$ cat src/inc/ir_codec_pkg.sv
// Notes on behaviour
// Encoder payload is 8-bit address, 8-bit command.
// Encoder times come from counting core clocks.
// Marks are 562.5 us bursts, 38 kHz carrier.
// Zero is burst plus equal space.
// One is burst plus 1.6875 ms space.
// Frame opens with 9 ms burst, 4.5 ms space.
// Each payload byte is followed by its inverse.
// Final standard burst ends frame, then idle.
// Frame length is constant for any payload.
// Receiver input is active low.
// Held button keeps pattern frames flowing.
// Code detector reports lead code checks.
// Idle moves to lead wait on lead.
// Lead wait moves to bit collect on space.
// Received bits shift into display register.
// Decoder measures widths by counting core clocks.
// Remote sends lead, key fields, end code.
// Six digits: inverted data, address, data.
// Payload 32 bits, bytes LSB first.
// Long space is one; malformed timing aborts.
// Display updates only when data check passes.
package ir_codec_pkg;

    // Core clock rate in hertz.
    localparam int unsigned CLK_HZ = 50_000_000;
    // Carrier rate in hertz.
    localparam int unsigned CARRIER_HZ = 38_000;
    // Durations in nanoseconds.
    localparam int unsigned T_BURST_NS = 562_500;
    localparam int unsigned T_ONE_SPACE_NS = 1_687_500;
    localparam int unsigned T_LEAD_MARK_NS = 9_000_000;
    localparam int unsigned T_LEAD_SPACE_NS = 4_500_000;
    // Width of the duration counters.
    localparam int unsigned CNT_W = 20;
    // Payload size in bits.
    localparam int unsigned FRAME_BITS = 32;
    // Blank pattern for an active-low seven-segment digit.
    localparam logic [6:0] SEG_OFF = 7'h7F;

    // Transmit sequencer states.
    typedef enum logic [2:0]
    {
        TX_IDLE = 3'h0,
        TX_LEAD_MARK = 3'h1,
        TX_LEAD_SPACE = 3'h2,
        TX_BIT_MARK = 3'h3,
        TX_BIT_SPACE = 3'h4,
        TX_END_MARK = 3'h5
    } tx_state_t;

    // Receive state machine states.
    typedef enum logic [1:0]
    {
        RX_IDLE = 2'h0,
        RX_LEAD_WAIT_STATE = 2'h1,
        RX_BIT_COLLECT_STATE = 2'h2
    } rx_state_t;

endpackage

$ cat src/inc/ir_word_if.sv
`timescale 1ns/10ps
// Valid/ready word channel.
interface ir_word_if #(parameter int unsigned W = 16) ();
    // Word offered by the source.
    logic valid;
    // Sink accepts the word this cycle.
    logic ready;
    // Word payload.
    logic [W-1:0] data;
    modport src (output valid, output data, input ready);
    modport snk (input valid, input data, output ready);
endinterface

$ cat src/hdl/ir_pulse_distance_codec.sv
`timescale 1ns/10ps
// Infrared codec with hex display.
module ir_pulse_distance_codec
    import ir_codec_pkg::*;
#(
    parameter int unsigned BURST_CYC = int'(longint'(CLK_HZ) * T_BURST_NS / 64'd1_000_000_000),
    parameter int unsigned ONE_SPACE_CYC = int'(longint'(CLK_HZ) * T_ONE_SPACE_NS / 64'd1_000_000_000),
    parameter int unsigned LEAD_MARK_CYC = int'(longint'(CLK_HZ) * T_LEAD_MARK_NS / 64'd1_000_000_000),
    parameter int unsigned LEAD_SPACE_CYC = int'(longint'(CLK_HZ) * T_LEAD_SPACE_NS / 64'd1_000_000_000),
    parameter int unsigned BUF_DEPTH = 2
)
(
    // Clock and reset.
    input wire logic i_core_clk,
    input wire logic i_rst_n,
    // Transmit side.
    input wire logic i_transmit_request_button,
    input wire logic [7:0] i_tx_address,
    output logic o_ir_emitter,
    output logic o_tx_busy,
    // Receive side.
    input wire logic i_ir_receiver_n,
    output logic o_rx_frame_valid,
    // Display, active-low segments gfedcba.
    output logic [6:0] o_display_digit_lowest_n,
    output logic [6:0] o_display_digit_1_n,
    output logic [6:0] o_display_digit_2_n,
    output logic [6:0] o_display_digit_3_n,
    output logic [6:0] o_display_digit_4_n,
    output logic [6:0] o_display_digit_highest_n
);

    // Half period of the carrier, rounded down.
    localparam int unsigned CAR_HALF_CYC = CLK_HZ / (2 * CARRIER_HZ);
    localparam logic [CNT_W-1:0] CNT_MAX = '1;

    // Counters must hold the longest interval.
    if ((LEAD_MARK_CYC + LEAD_MARK_CYC / 4 >= 2 ** CNT_W) || (BURST_CYC < 8)
        || (ONE_SPACE_CYC <= BURST_CYC) || (LEAD_SPACE_CYC <= ONE_SPACE_CYC))
    begin : g_bad_cfg
        $error("ir_pulse_distance_codec: timing counts out of range");
    end

    // Width within a quarter of nominal.
    function automatic logic in_win(input logic [CNT_W-1:0] w, input int unsigned nom);
        in_win = (w >= CNT_W'(nom - nom / 4)) && (w <= CNT_W'(nom + nom / 4));
    endfunction

    // Hex nibble to active-low seven-segment pattern.
    function automatic logic [6:0] seg(input logic [3:0] n);
        unique case (n)
            4'h0: seg = 7'h40;
            4'h1: seg = 7'h79;
            4'h2: seg = 7'h24;
            4'h3: seg = 7'h30;
            4'h4: seg = 7'h19;
            4'h5: seg = 7'h12;
            4'h6: seg = 7'h02;
            4'h7: seg = 7'h78;
            4'h8: seg = 7'h00;
            4'h9: seg = 7'h10;
            4'hA: seg = 7'h08;
            4'hB: seg = 7'h03;
            4'hC: seg = 7'h46;
            4'hD: seg = 7'h21;
            4'hE: seg = 7'h06;
            4'hF: seg = 7'h0E;
        endcase
    endfunction

    ////////////////////////////////////////////////////////////////////////
    // Pattern source and buffer.

    ir_word_if #(.W(16)) pat_if ();
    ir_word_if #(.W(16)) enc_if ();
    // Button synchroniser.
    logic [1:0] btn_sync_ff;
    // Command value of the next pattern word.
    logic [7:0] pat_cmd_ff;

    // Button is a pin, so it passes two flops first.
    always_ff @(posedge i_core_clk or negedge i_rst_n)
    begin
        if (!i_rst_n)
        begin
            btn_sync_ff <= 2'h0;
        end
        else
        begin
            btn_sync_ff <= {btn_sync_ff[0], i_transmit_request_button};
        end
    end

    // Continuous pattern supply.
    assign pat_if.valid = btn_sync_ff[1];
    // Address and command payload.
    assign pat_if.data = {pat_cmd_ff, i_tx_address};

    // Step the command pattern on each accepted word.
    always_ff @(posedge i_core_clk or negedge i_rst_n)
    begin
        if (!i_rst_n)
        begin
            pat_cmd_ff <= 8'h00;
        end
        else if (pat_if.valid && pat_if.ready)
        begin
            pat_cmd_ff <= pat_cmd_ff + 8'h01;
        end
    end

    // Buffer; busy encoder stalls the source.
    ir_word_buffer #(.WIDTH(16), .DEPTH(BUF_DEPTH)) u_buf
    (
        .i_core_clk(i_core_clk),
        .i_rst_n(i_rst_n),
        .in_if(pat_if),
        .out_if(enc_if)
    );

    ////////////////////////////////////////////////////////////////////////
    // Transmit encoder.

    tx_state_t tx_state_ff;
    // Cycles left in the current interval.
    logic [CNT_W-1:0] tx_tmr_ff;
    // Index of the bit being sent.
    logic [4:0] tx_bit_ff;
    // Frame bits, sent from bit 0.
    logic [FRAME_BITS-1:0] tx_word_ff;
    // Carrier phase and divider.
    logic car_ph_ff;
    logic [15:0] car_cnt_ff;
    logic tx_mark;
    logic tx_done;

    assign tx_done = (tx_tmr_ff == '0);
    assign tx_mark = (tx_state_ff == TX_LEAD_MARK) || (tx_state_ff == TX_BIT_MARK)
        || (tx_state_ff == TX_END_MARK);
    assign enc_if.ready = (tx_state_ff == TX_IDLE);

    // Interval timing by clock counting.
    always_ff @(posedge i_core_clk or negedge i_rst_n)
    begin
        if (!i_rst_n)
        begin
            tx_state_ff <= TX_IDLE;
            tx_tmr_ff <= '0;
            tx_bit_ff <= 5'h00;
            tx_word_ff <= '0;
        end
        else
        begin
            unique case (tx_state_ff)
                TX_IDLE:
                begin
                    if (enc_if.valid)
                    begin
                        // Bytes paired with inverses.
                        // Address first, LSB first.
                        tx_word_ff <= {~enc_if.data[15:8], enc_if.data[15:8],
                                       ~enc_if.data[7:0], enc_if.data[7:0]};
                        // Lead burst first.
                        tx_state_ff <= TX_LEAD_MARK;
                        tx_tmr_ff <= CNT_W'(LEAD_MARK_CYC - 1);
                    end
                end
                TX_LEAD_MARK:
                begin
                    if (tx_done)
                    begin
                        tx_state_ff <= TX_LEAD_SPACE;
                        tx_tmr_ff <= CNT_W'(LEAD_SPACE_CYC - 1);
                    end
                    else
                    begin
                        tx_tmr_ff <= tx_tmr_ff - 1'b1;
                    end
                end
                TX_LEAD_SPACE:
                begin
                    if (tx_done)
                    begin
                        tx_state_ff <= TX_BIT_MARK;
                        tx_tmr_ff <= CNT_W'(BURST_CYC - 1);
                        tx_bit_ff <= 5'h00;
                    end
                    else
                    begin
                        tx_tmr_ff <= tx_tmr_ff - 1'b1;
                    end
                end
                TX_BIT_MARK:
                begin
                    if (tx_done)
                    begin
                        tx_state_ff <= TX_BIT_SPACE;
                        // Long space for one.
                        // Equal space for zero.
                        tx_tmr_ff <= tx_word_ff[0] ? CNT_W'(ONE_SPACE_CYC - 1) : CNT_W'(BURST_CYC - 1);
                    end
                    else
                    begin
                        tx_tmr_ff <= tx_tmr_ff - 1'b1;
                    end
                end
                TX_BIT_SPACE:
                begin
                    if (tx_done)
                    begin
                        tx_word_ff <= {1'b0, tx_word_ff[FRAME_BITS-1:1]};
                        tx_tmr_ff <= CNT_W'(BURST_CYC - 1);
                        tx_bit_ff <= tx_bit_ff + 5'h01;
                        // End burst after last bit.
                        tx_state_ff <= (tx_bit_ff == 5'h1F) ? TX_END_MARK : TX_BIT_MARK;
                    end
                    else
                    begin
                        tx_tmr_ff <= tx_tmr_ff - 1'b1;
                    end
                end
                TX_END_MARK:
                begin
                    // Fixed frame then idle.
                    if (tx_done)
                    begin
                        tx_state_ff <= TX_IDLE;
                    end
                    else
                    begin
                        tx_tmr_ff <= tx_tmr_ff - 1'b1;
                    end
                end
                default:
                begin
                    tx_state_ff <= TX_IDLE;
                end
            endcase
        end
    end

    // Free-running carrier divider.
    always_ff @(posedge i_core_clk or negedge i_rst_n)
    begin
        if (!i_rst_n)
        begin
            car_cnt_ff <= 16'h0000;
            car_ph_ff <= 1'b0;
        end
        else if (car_cnt_ff == 16'(CAR_HALF_CYC - 1))
        begin
            car_cnt_ff <= 16'h0000;
            car_ph_ff <= ~car_ph_ff;
        end
        else
        begin
            car_cnt_ff <= car_cnt_ff + 16'h0001;
        end
    end

    // Carrier gated into marks.
    always_ff @(posedge i_core_clk or negedge i_rst_n)
    begin
        if (!i_rst_n)
        begin
            o_ir_emitter <= 1'b0;
            o_tx_busy <= 1'b0;
        end
        else
        begin
            o_ir_emitter <= tx_mark && car_ph_ff;
            o_tx_busy <= (tx_state_ff != TX_IDLE);
        end
    end

    ////////////////////////////////////////////////////////////////////////
    // Receive code detector.

    // Receiver synchroniser and previous level.
    logic [1:0] rx_sync_ff;
    logic rx_prev_ff;
    // Cycles spent at the current level, saturating.
    logic [CNT_W-1:0] rx_cnt_ff;
    logic rx_lvl;
    logic rx_edge;
    logic lead_ok;
    logic guide_ok;
    logic burst_ok;
    logic bit_zero;
    logic bit_one;

    // Low input is a mark.
    assign rx_lvl = ~rx_sync_ff[1];
    assign rx_edge = (rx_lvl != rx_prev_ff);

    // Width measurement.
    always_ff @(posedge i_core_clk or negedge i_rst_n)
    begin
        if (!i_rst_n)
        begin
            rx_sync_ff <= 2'h3;
            rx_prev_ff <= 1'b0;
            rx_cnt_ff <= '0;
        end
        else
        begin
            rx_sync_ff <= {rx_sync_ff[0], i_ir_receiver_n};
            rx_prev_ff <= rx_lvl;
            if (rx_edge)
            begin
                rx_cnt_ff <= CNT_W'(1);
            end
            else if (rx_cnt_ff != CNT_MAX)
            begin
                rx_cnt_ff <= rx_cnt_ff + 1'b1;
            end
        end
    end

    // Lead code checks.
    assign lead_ok = rx_edge && rx_prev_ff && in_win(rx_cnt_ff, LEAD_MARK_CYC);
    assign guide_ok = rx_edge && !rx_prev_ff && in_win(rx_cnt_ff, LEAD_SPACE_CYC);
    assign burst_ok = in_win(rx_cnt_ff, BURST_CYC);
    // Space classification by midpoint.
    assign bit_one = (rx_cnt_ff > CNT_W'((BURST_CYC + ONE_SPACE_CYC) / 2))
        && (rx_cnt_ff <= CNT_W'(ONE_SPACE_CYC + ONE_SPACE_CYC / 4));
    assign bit_zero = (rx_cnt_ff >= CNT_W'(BURST_CYC - BURST_CYC / 4))
        && (rx_cnt_ff <= CNT_W'((BURST_CYC + ONE_SPACE_CYC) / 2));

    ////////////////////////////////////////////////////////////////////////
    // Receive state machine and shift register.

    rx_state_t rx_state_ff;
    logic [FRAME_BITS-1:0] rx_shift_ff;
    logic [4:0] rx_bit_ff;
    logic [FRAME_BITS-1:0] nxt_word;
    logic rx_last;

    assign nxt_word = {bit_one, rx_shift_ff[FRAME_BITS-1:1]};
    assign rx_last = (rx_state_ff == RX_BIT_COLLECT_STATE) && rx_edge && !rx_prev_ff
        && (bit_one || bit_zero) && (rx_bit_ff == 5'h1F);

    // Sequencing through lead, space and data bits.
    always_ff @(posedge i_core_clk or negedge i_rst_n)
    begin
        if (!i_rst_n)
        begin
            rx_state_ff <= RX_IDLE;
            rx_shift_ff <= '0;
            rx_bit_ff <= 5'h00;
        end
        else
        begin
            unique case (rx_state_ff)
                RX_IDLE:
                begin
                    // Lead seen.
                    if (lead_ok)
                    begin
                        rx_state_ff <= RX_LEAD_WAIT_STATE;
                    end
                end
                RX_LEAD_WAIT_STATE:
                begin
                    // Address field starts.
                    if (guide_ok)
                    begin
                        rx_state_ff <= RX_BIT_COLLECT_STATE;
                        rx_bit_ff <= 5'h00;
                    end
                    else if (rx_edge || (rx_cnt_ff == CNT_MAX))
                    begin
                        rx_state_ff <= RX_IDLE;
                    end
                end
                RX_BIT_COLLECT_STATE:
                begin
                    if (rx_cnt_ff == CNT_MAX)
                    begin
                        rx_state_ff <= RX_IDLE;
                    end
                    else if (rx_edge && rx_prev_ff)
                    begin
                        // Bad burst aborts.
                        if (!burst_ok)
                        begin
                            rx_state_ff <= RX_IDLE;
                        end
                    end
                    else if (rx_edge)
                    begin
                        if (bit_one || bit_zero)
                        begin
                            // Shift in bit.
                            rx_shift_ff <= nxt_word;
                            rx_bit_ff <= rx_bit_ff + 5'h01;
                            if (rx_last)
                            begin
                                rx_state_ff <= RX_IDLE;
                            end
                        end
                        else
                        begin
                            rx_state_ff <= RX_IDLE;
                        end
                    end
                end
                default:
                begin
                    rx_state_ff <= RX_IDLE;
                end
            endcase
        end
    end

    // Checked display update.
    always_ff @(posedge i_core_clk or negedge i_rst_n)
    begin
        if (!i_rst_n)
        begin
            o_rx_frame_valid <= 1'b0;
            o_display_digit_lowest_n <= SEG_OFF;
            o_display_digit_1_n <= SEG_OFF;
            o_display_digit_2_n <= SEG_OFF;
            o_display_digit_3_n <= SEG_OFF;
            o_display_digit_4_n <= SEG_OFF;
            o_display_digit_highest_n <= SEG_OFF;
        end
        else
        begin
            o_rx_frame_valid <= rx_last && (nxt_word[23:16] == ~nxt_word[31:24]);
            if (rx_last && (nxt_word[23:16] == ~nxt_word[31:24]))
            begin
                // Digit placement.
                o_display_digit_lowest_n <= seg(nxt_word[19:16]);
                o_display_digit_1_n <= seg(nxt_word[23:20]);
                o_display_digit_2_n <= seg(nxt_word[3:0]);
                o_display_digit_3_n <= seg(nxt_word[7:4]);
                o_display_digit_4_n <= seg(nxt_word[27:24]);
                o_display_digit_highest_n <= seg(nxt_word[31:28]);
            end
        end
    end

endmodule

$ cat src/hdl/ir_word_buffer.sv
`timescale 1ns/10ps
// Two-entry word FIFO.
module ir_word_buffer
    import ir_codec_pkg::*;
#(
    parameter int unsigned WIDTH = 16,
    parameter int unsigned DEPTH = 2
)
(
    // Clock and reset.
    input wire logic i_core_clk,
    input wire logic i_rst_n,
    // Filling side.
    ir_word_if.snk in_if,
    // Draining side.
    ir_word_if.src out_if
);

    localparam int unsigned PW = (DEPTH > 1) ? $clog2(DEPTH) : 1;

    // Depth must be a power of two.
    if ((DEPTH < 2) || ((DEPTH & (DEPTH - 1)) != 0) || (WIDTH < 1))
    begin : g_bad_cfg
        $error("ir_word_buffer: DEPTH must be a power of two of at least 2");
    end

    // Storage for the queued words.
    logic [WIDTH-1:0] mem_ff [DEPTH];
    // Write and read positions.
    logic [PW-1:0] wr_ptr_ff;
    logic [PW-1:0] rd_ptr_ff;
    // Number of words held.
    logic [PW:0] count_ff;
    logic push;
    logic pop;

    // Full and empty are exact, taken from the occupancy count.
    assign in_if.ready = (count_ff != (PW+1)'(DEPTH));
    assign out_if.valid = (count_ff != '0);
    assign out_if.data = mem_ff[rd_ptr_ff];
    assign push = in_if.valid && in_if.ready;
    assign pop = out_if.valid && out_if.ready;

    ////////////////////////////////////////////////////////////////////////
    // Storage write; the array needs no reset.
    always_ff @(posedge i_core_clk)
    begin
        if (push)
        begin
            mem_ff[wr_ptr_ff] <= in_if.data;
        end
    end

    // Pointer and occupancy upkeep.
    always_ff @(posedge i_core_clk or negedge i_rst_n)
    begin
        if (!i_rst_n)
        begin
            wr_ptr_ff <= '0;
            rd_ptr_ff <= '0;
            count_ff <= '0;
        end
        else
        begin
            if (push)
            begin
                wr_ptr_ff <= wr_ptr_ff + 1'b1;
            end
            if (pop)
            begin
                rd_ptr_ff <= rd_ptr_ff + 1'b1;
            end
            // Simultaneous push and pop leaves the count alone.
            if (push && !pop)
            begin
                count_ff <= count_ff + 1'b1;
            end
            else if (pop && !push)
            begin
                count_ff <= count_ff - 1'b1;
            end
        end
    end

endmodule

$ cat config.mk
export PLATFORM = sky130hd
export DESIGN_NAME = ir_pulse_distance_codec
export DESIGN_NICKNAME = d
export VERILOG_FILES = /design/src/inc/ir_codec_pkg.sv /design/src/inc/ir_word_if.sv /design/src/hdl/ir_pulse_distance_codec.sv /design/src/hdl/ir_word_buffer.sv
export SDC_FILE = /design/constraint.sdc
export NUM_CORES = 1
export LEC_CHECK = 0
export BUFFER_PORTS_ARGS = -buffer_cell sky130_fd_sc_hd__buf_2
export CAP_MARGIN = 25
export CORE_MARGIN = 2
export CORE_UTILIZATION = 62
export CTS_CLUSTER_DIAMETER = 120
export CTS_CLUSTER_SIZE = 10
export DETAILED_ROUTE_END_ITERATION = 10
export PLACE_DENSITY_LB_ADDON = 0.3
export SLEW_MARGIN = 20
export SYNTH_ARGS = -nofsm -noshare
export SYNTH_HDL_FRONTEND = slang
export SYNTH_SLANG_ARGS = --single-unit
$ cat constraint.sdc
create_clock -name i_core_clk -period 3.7 [get_ports i_core_clk]
set_input_delay 0.555 -clock i_core_clk [delete_from_list [all_inputs] [get_ports i_core_clk]]
set_output_delay 0.555 -clock i_core_clk [all_outputs]
set_load 0.005 [all_outputs]
==> results_dict.tcl, run 1 <==
set metrics [dict create \
    worstMarginPinSlew_ns 0.991 \
    clk_latency_ns 0.53 \
    vias 9314 \
    ir_drop_mv 0.355 \
    synth_xor_area_frac 0.0379 \
    max_freq_mhz 317 \
    antenna_cells 0 \
    postSynth.asyncResetShare 0.860 \
    finalHoldViolations 0 \
    worstSetupStartpoint "rx_cnt_ff[12]" \
    core_mm2 0.0202 \
    syn-instance-count 1230 \
    period_needed_ns 3.15 \
    cts_tree "done" \
    fillers 1528 \
    die_w_um 147 \
    multi_input_area_mm2 0.00624 \
    endpoint_kind "register" \
    fp.dieH_um 147 \
    dieArea_mm2 0.0217 \
    slew_headroom 0.340 \
    via_per_inst 6.04 \
    setup_viol 0 \
    num_rows 52 \
    track_usage 0.251 \
    rsz0062_at_grt "no" \
    p_per_area_mw_per_mm2 490 \
    grtUsageMet1 0.346 \
    start_util 0.630 \
    netlist_area_mm2 0.0127 \
    cts_sinks 229 \
    place_area_mm2 0.0132 \
    preCtsSetupSlack_ns 0.645 \
    fin_skew_ns 0.00959 \
    grt-busiest-layer "met2" \
    r2r_cells 7 \
    synth.most_common_cell "dfrtp_1" \
    timing.final.ws_setup_ns 0.548 \
    synthesis.nets 1291 \
    cp-start-kind "register" \
    power.leakage_nw 5.90 \
    path_max_fanout 23 \
    cts_setup_buffers 0 \
    first_iter_violations 598 \
    required_ns 4.16 \
    first_global_vias 9065 \
    io_buffers 56 \
    drv_slew 0 \
    synth-seq-area-share 0.468 \
    post-route-cell-area_mm2 0.0139 \
    fin_crit_sh 0.852 \
    synthAdderAreaFrac 0.0490 \
    fin_util 0.689 \
    synth_top_area_cell "dfrtp_1" \
    grt_use_met3 0.0301 \
    p_int_mw 4.82 \
    yosysUniqueCellTypes 93 \
    synth.area.top_cells "dfrtp_1 (30%), dfstp_2 (9.1%), edfxtp_1 (7.6%)" \
    htreeDepth 1 \
    io_pins 57 \
    wl_per_cell_um 17.6 \
    drv_cap 0 \
    dr.pass1.iters 5 \
    globalRouteMet2Util 0.422 \
    overflow 0 \
    cts_made_buffers 26 \
    routed_wl_um 27100 \
    synth_flop_cell "dfrtp_1" \
    area_growth_pct 9.33 \
    p_sw_mw 2.00 \
    seqPwrFrac 0.496 \
    antenna_found_initial 0 \
    synthSimpleGateAreaFrac 0.166 \
    gp_congestion 0.922 \
    synth_edf_count 32 \
    ctsHoldBuffers 0 \
    clock-root-buffer "clkbuf_16" \
    drc_errors 0 \
    dp_hpwl_um 17900 \
    clkTransAtPathRegs_ns 0.06 \
    avgSynthCellArea_um2 10.3 \
    cp.arrival_ns 3.61 \
    clkPwrFrac 0.338 \
    timing.rr.start "rx_cnt_ff[12]" \
    power.share.switching 0.293 \
    min_path_type "in2async" \
    p_comb_frac 0.166 \
    drtAntennaViolNets 0 \
    drive_gt1_frac 0.185 \
    synth-seq-cells 229 \
    cts_resized 0 \
    synthTopCellsByCount "dfrtp_1 (153), nor2_1 (109), nand2_1 (93)" \
    synth_top_family_by_area "simple AND/OR/NAND/NOR gates" \
    ff_latch_area_mm2 0.00595 \
    grt_max_degree 102 \
    tns_ns 0 \
    yosysTopAreaCellShare 0.301 \
    path_class "reg2reg" \
    grt_pass1_wl_um 45100 \
    clock_path_buffers 3 \
    synth_compound_area_frac 0.151 \
    synth_mux_area_frac 0.0864 \
    ys.warnings.count 0 \
    layout.nets 1316 \
    status "completed" \
]
==> placed cells by master (no fill, tap or decap), types with 11 or more instances in the layout <==
master / Yosys / routed
a31oi_1: 11 / 11
nand2_1: 93 / 93
inv_1: 46 / 46
mux2_4: 30 / 30
edfxtp_1: 32 / 32
dfstp_2: 44 / 44
nor3_1: 27 / 25
clkbuf_16: 0 / 26
o21ai_0: 66 / 66
xnor2_1: 37 / 37
a21oi_1: 76 / 76
nor2_1: 109 / 109
clkbuf_1: 51 / 19
o21bai_1: 16 / 16
nand3_1: 25 / 25
and3_1: 25 / 25
mux2_2: 20 / 20
nor4_1: 15 / 15
dfrtp_1: 153 / 153
nor2b_1: 27 / 27
ha_1: 49 / 49
a22o_1: 19 / 19
xor2_1: 18 / 18
buf_4: 1 / 17
buf_2: 16 / 55
mux2i_1: 22 / 22
a211oi_1: 20 / 20
==> power by group through the flow <==
stage          Sequential (mW)  Combinational, mW  Clock [mW]
6_report                  3.38               1.13        2.30
5_1_grt                   3.44               1.28        2.45
4_1_cts                   3.38               1.14        2.34
3_5_place_dp              3.41               1.13           0
3_3_place_gp              3.39               1.08           0
2_1_floorplan             3.25              0.943           0
==> per-stage QoR <==
step                      std cells  hold WS, ns  power [mW]
after global placement         1497        0.339        4.47
after CTS                      1543        0.112        6.86
after detailed placement       1497        0.349        4.54
after global routing           1543        0.113        7.16
after floorplan                1230        0.259        4.19
final                          1543       0.0816        6.82
==> final timing paths <==
path	slack (ns)	endpoint
setup / recovery	0.55	o_display_digit_3_n[5]
hold / removal	0.08	tx_tmr_ff[12]
setup reg to reg	0.55	o_display_digit_3_n[5]
hold reg to reg	0.36	rx_sync_ff[1]
max in group asynchronous	2.65	o_display_digit_3_n[4]
min in group i_core_clk	0.12	rx_sync_ff[0]
==> critical path: stages (launching register included) <==
cell and delay (ns):
dfrtp_1 0.60, and3_2 0.31, nand3_2 0.11, nor4_2 0.56, o21ai_0 0.29, a2111oi_4 0.40, buf_4 0.41, mux2_2 0.38
==> logic make-up (layout without fill, tap and decap cells) <==
kind of cell               count (synthesis)  count (layout)
AOI/OAI and AO/OA                        284             284
xor gates and xnor gates                  55              55
and+or+nand+nor                          401             401
muxes                                     85              85
buffers and inverters                    126             169
adders and majority gates                 50              50
DFF                                      229             229
==> state kept, by name, indices dropped and copies added (netlist names), 8 cells and up <==
signal        count
car_cnt_ff       16
pat_cmd_ff        8
rx_cnt_ff        20
rx_shift_ff      31
tx_tmr_ff        20
tx_word_ff       32
u_buf.mem_ff     32
==> area by class of cell <==
cell class                 instances  area share
clock buffer                      45      0.0519
clock inverter                     1     0.00117
inverter                          48      0.0130
multi-input combinational        875       0.449
sequential                       229       0.428
tap                              270      0.0243
timing repair buffer              75      0.0329
==> routing by layer <==
layer / part of all wire / wire length (um)
met1: 0.45 / 12300
met2: 0.49 / 13200
met3: 0.037 / 1010
met4: 0.024 / 640
met5: 0 / 0
Power figures use the tool's default switching activity.
==> run 2, diff against run 1 <==
- CORE_UTILIZATION: 62 -> 63
- clock period: 3.7 -> 4 ns (I/O delays scaled with it)
==> run 2 against run 1 <==
Sequential share of layout area rose by 0.13 points. Non-clock buffer count shrank 4. Register-to-register slack gained 0.21 ns. Count of clock-buffer cells in the layout is 2 higher. Sequential power shrank 7.1%. Critical path type unchanged. Critical endpoint unchanged. Largest cell class unchanged.
==> results_dict.tcl, run 2 (synthesis gave the netlist of run 1 again) <==
set metrics [dict create \
    status "completed" \
    cts_tree "done" \
    tns_ns 0 \
    p_per_area_mw_per_mm2 454 \
    overflow 0 \
    cp.arrival_ns 3.69 \
    cts_made_buffers 26 \
    drv_slew 0 \
    place_area_mm2 0.0131 \
    drc_errors 0 \
    path_max_fanout 28 \
    final_common_cell "dfrtp_1" \
    clock-root-buffer "clkbuf_16" \
    dr.pass1.iters 5 \
    preCtsSetupSlack_ns 0.805 \
    dieArea_mm2 0.0213 \
    first_iter_violations 769 \
    area_growth_pct 9.00 \
    path_class "reg2reg" \
    max_freq_mhz 308 \
    layout.nets 1312 \
    htreeDepth 1 \
    track_usage 0.251 \
    via_per_inst 6.05 \
    required_ns 4.45 \
    fin_util 0.705 \
    drtAntennaViolNets 0 \
    fp.dieH_um 146 \
    dp.cells 1488 \
    post-route-cell-area_mm2 0.0139 \
    antenna_found_initial 0 \
    min_path_type "in2async" \
    gp_congestion 0.899 \
    fin_skew_ns 0.0106 \
    vias 9297 \
    grt_pass1_wl_um 45300 \
    grt_max_degree 109 \
    dp_hpwl_um 17700 \
    cts_resized 0 \
    drive_gt1_frac 0.183 \
    die_w_um 146 \
    io_pins 57 \
    wl_per_cell_um 17.4 \
    num_rows 51 \
    ir_drop_mv 0.329 \
    io_buffers 56 \
    setup_viol 0 \
    fin_crit_sh 0.811 \
    fin_total_pwr_mw 6.29 \
    final_cell_count_no_fill 1536 \
    cts_setup_buffers 0 \
    worstMarginPinSlew_ns 1.01 \
    clkTransAtPathRegs_ns 0.06 \
    endpoint_kind "register" \
    ctsHoldBuffers 0 \
    layout_common_cells "dfrtp_1 (153), nor2_1 (109), nand2_1 (93)" \
    hold_ws_ns 0.165 \
    period_needed_ns 3.24 \
    drv_cap 0 \
    finalHoldViolations 0 \
    clock_path_buffers 3 \
    cp-start-kind "register" \
    rsz0062_at_grt "no" \
    power.leakage_nw 5.88 \
    routed_wl_um 26800 \
    start_util 0.647 \
    clk_latency_ns 0.52 \
    first_global_vias 8979 \
    cts_sinks 229 \
    top_regs "tx_word_ff: 32 flops, u_buf.mem_ff: 32 flops, rx_shift_ff: 31 flops" \
    slew_headroom 0.330 \
    core_mm2 0.0197 \
    antenna_cells 0 \
    timing.final.ws_setup_ns 0.755 \
]
## run 2: final cells by class
cell class / count / area (um^2)
multi-input combinational: 875 / 6240
sequential: 229 / 5950
fill: 1450 / 5790
clock buffer: 47 / 729
timing repair buffer: 71 / 414
tap: 265 / 332
inverter: 48 / 180
clock inverter: 1 / 16.3
## run 2: worst paths after layout
kind                                            from                           to  slack [ns]  depth (start not counted)
hold reg to reg                        rx_sync_ff[0]                rx_sync_ff[1]        0.35                          0
setup / recovery                       rx_cnt_ff[10]       o_display_digit_3_n[5]        0.76                          7
min in group i_core_clk    i_transmit_request_button               btn_sync_ff[0]        0.18                          1
hold / removal                               i_rst_n                tx_tmr_ff[14]        0.16                          1
max in group asynchronous                    i_rst_n  o_display_digit_lowest_n[0]        2.87                          2
setup reg to reg                       rx_cnt_ff[10]       o_display_digit_3_n[5]        0.76                          7
## run 2: critical path, stage by stage (launching register included)
cell       delay (ns)
dfrtp_1          0.53
nand4bb_1        0.31
nand4bb_1        0.29
nor4_2           0.49
o21ai_0          0.30
a2111oi_4        0.38
buf_4            0.47
mux2_2           0.39
## run 2: power breakdown
part	switching, mW	total (mW)	internal (mW)
Combinational	0.578	1.04	0.458
Sequential	0.358	3.14	2.78
Clock	0.896	2.12	1.22
Total	1.83	6.29	4.46
## run 2: layer usage
| layer | vias up | part of all wire | wire length (um) | track usage |
|---|---|---|---|---|
| met5 | - | 0 | 0 | 0 |
| met3 | 38 | 0.047 | 1270 | 0.0288 |
| met2 | 243 | 0.49 | 13000 | 0.416 |
| met1 | 4553 | 0.45 | 12100 | 0.361 |
| met4 | 0 | 0.015 | 394 | 0.0539 |
| li1 | 4463 | - | - | - |
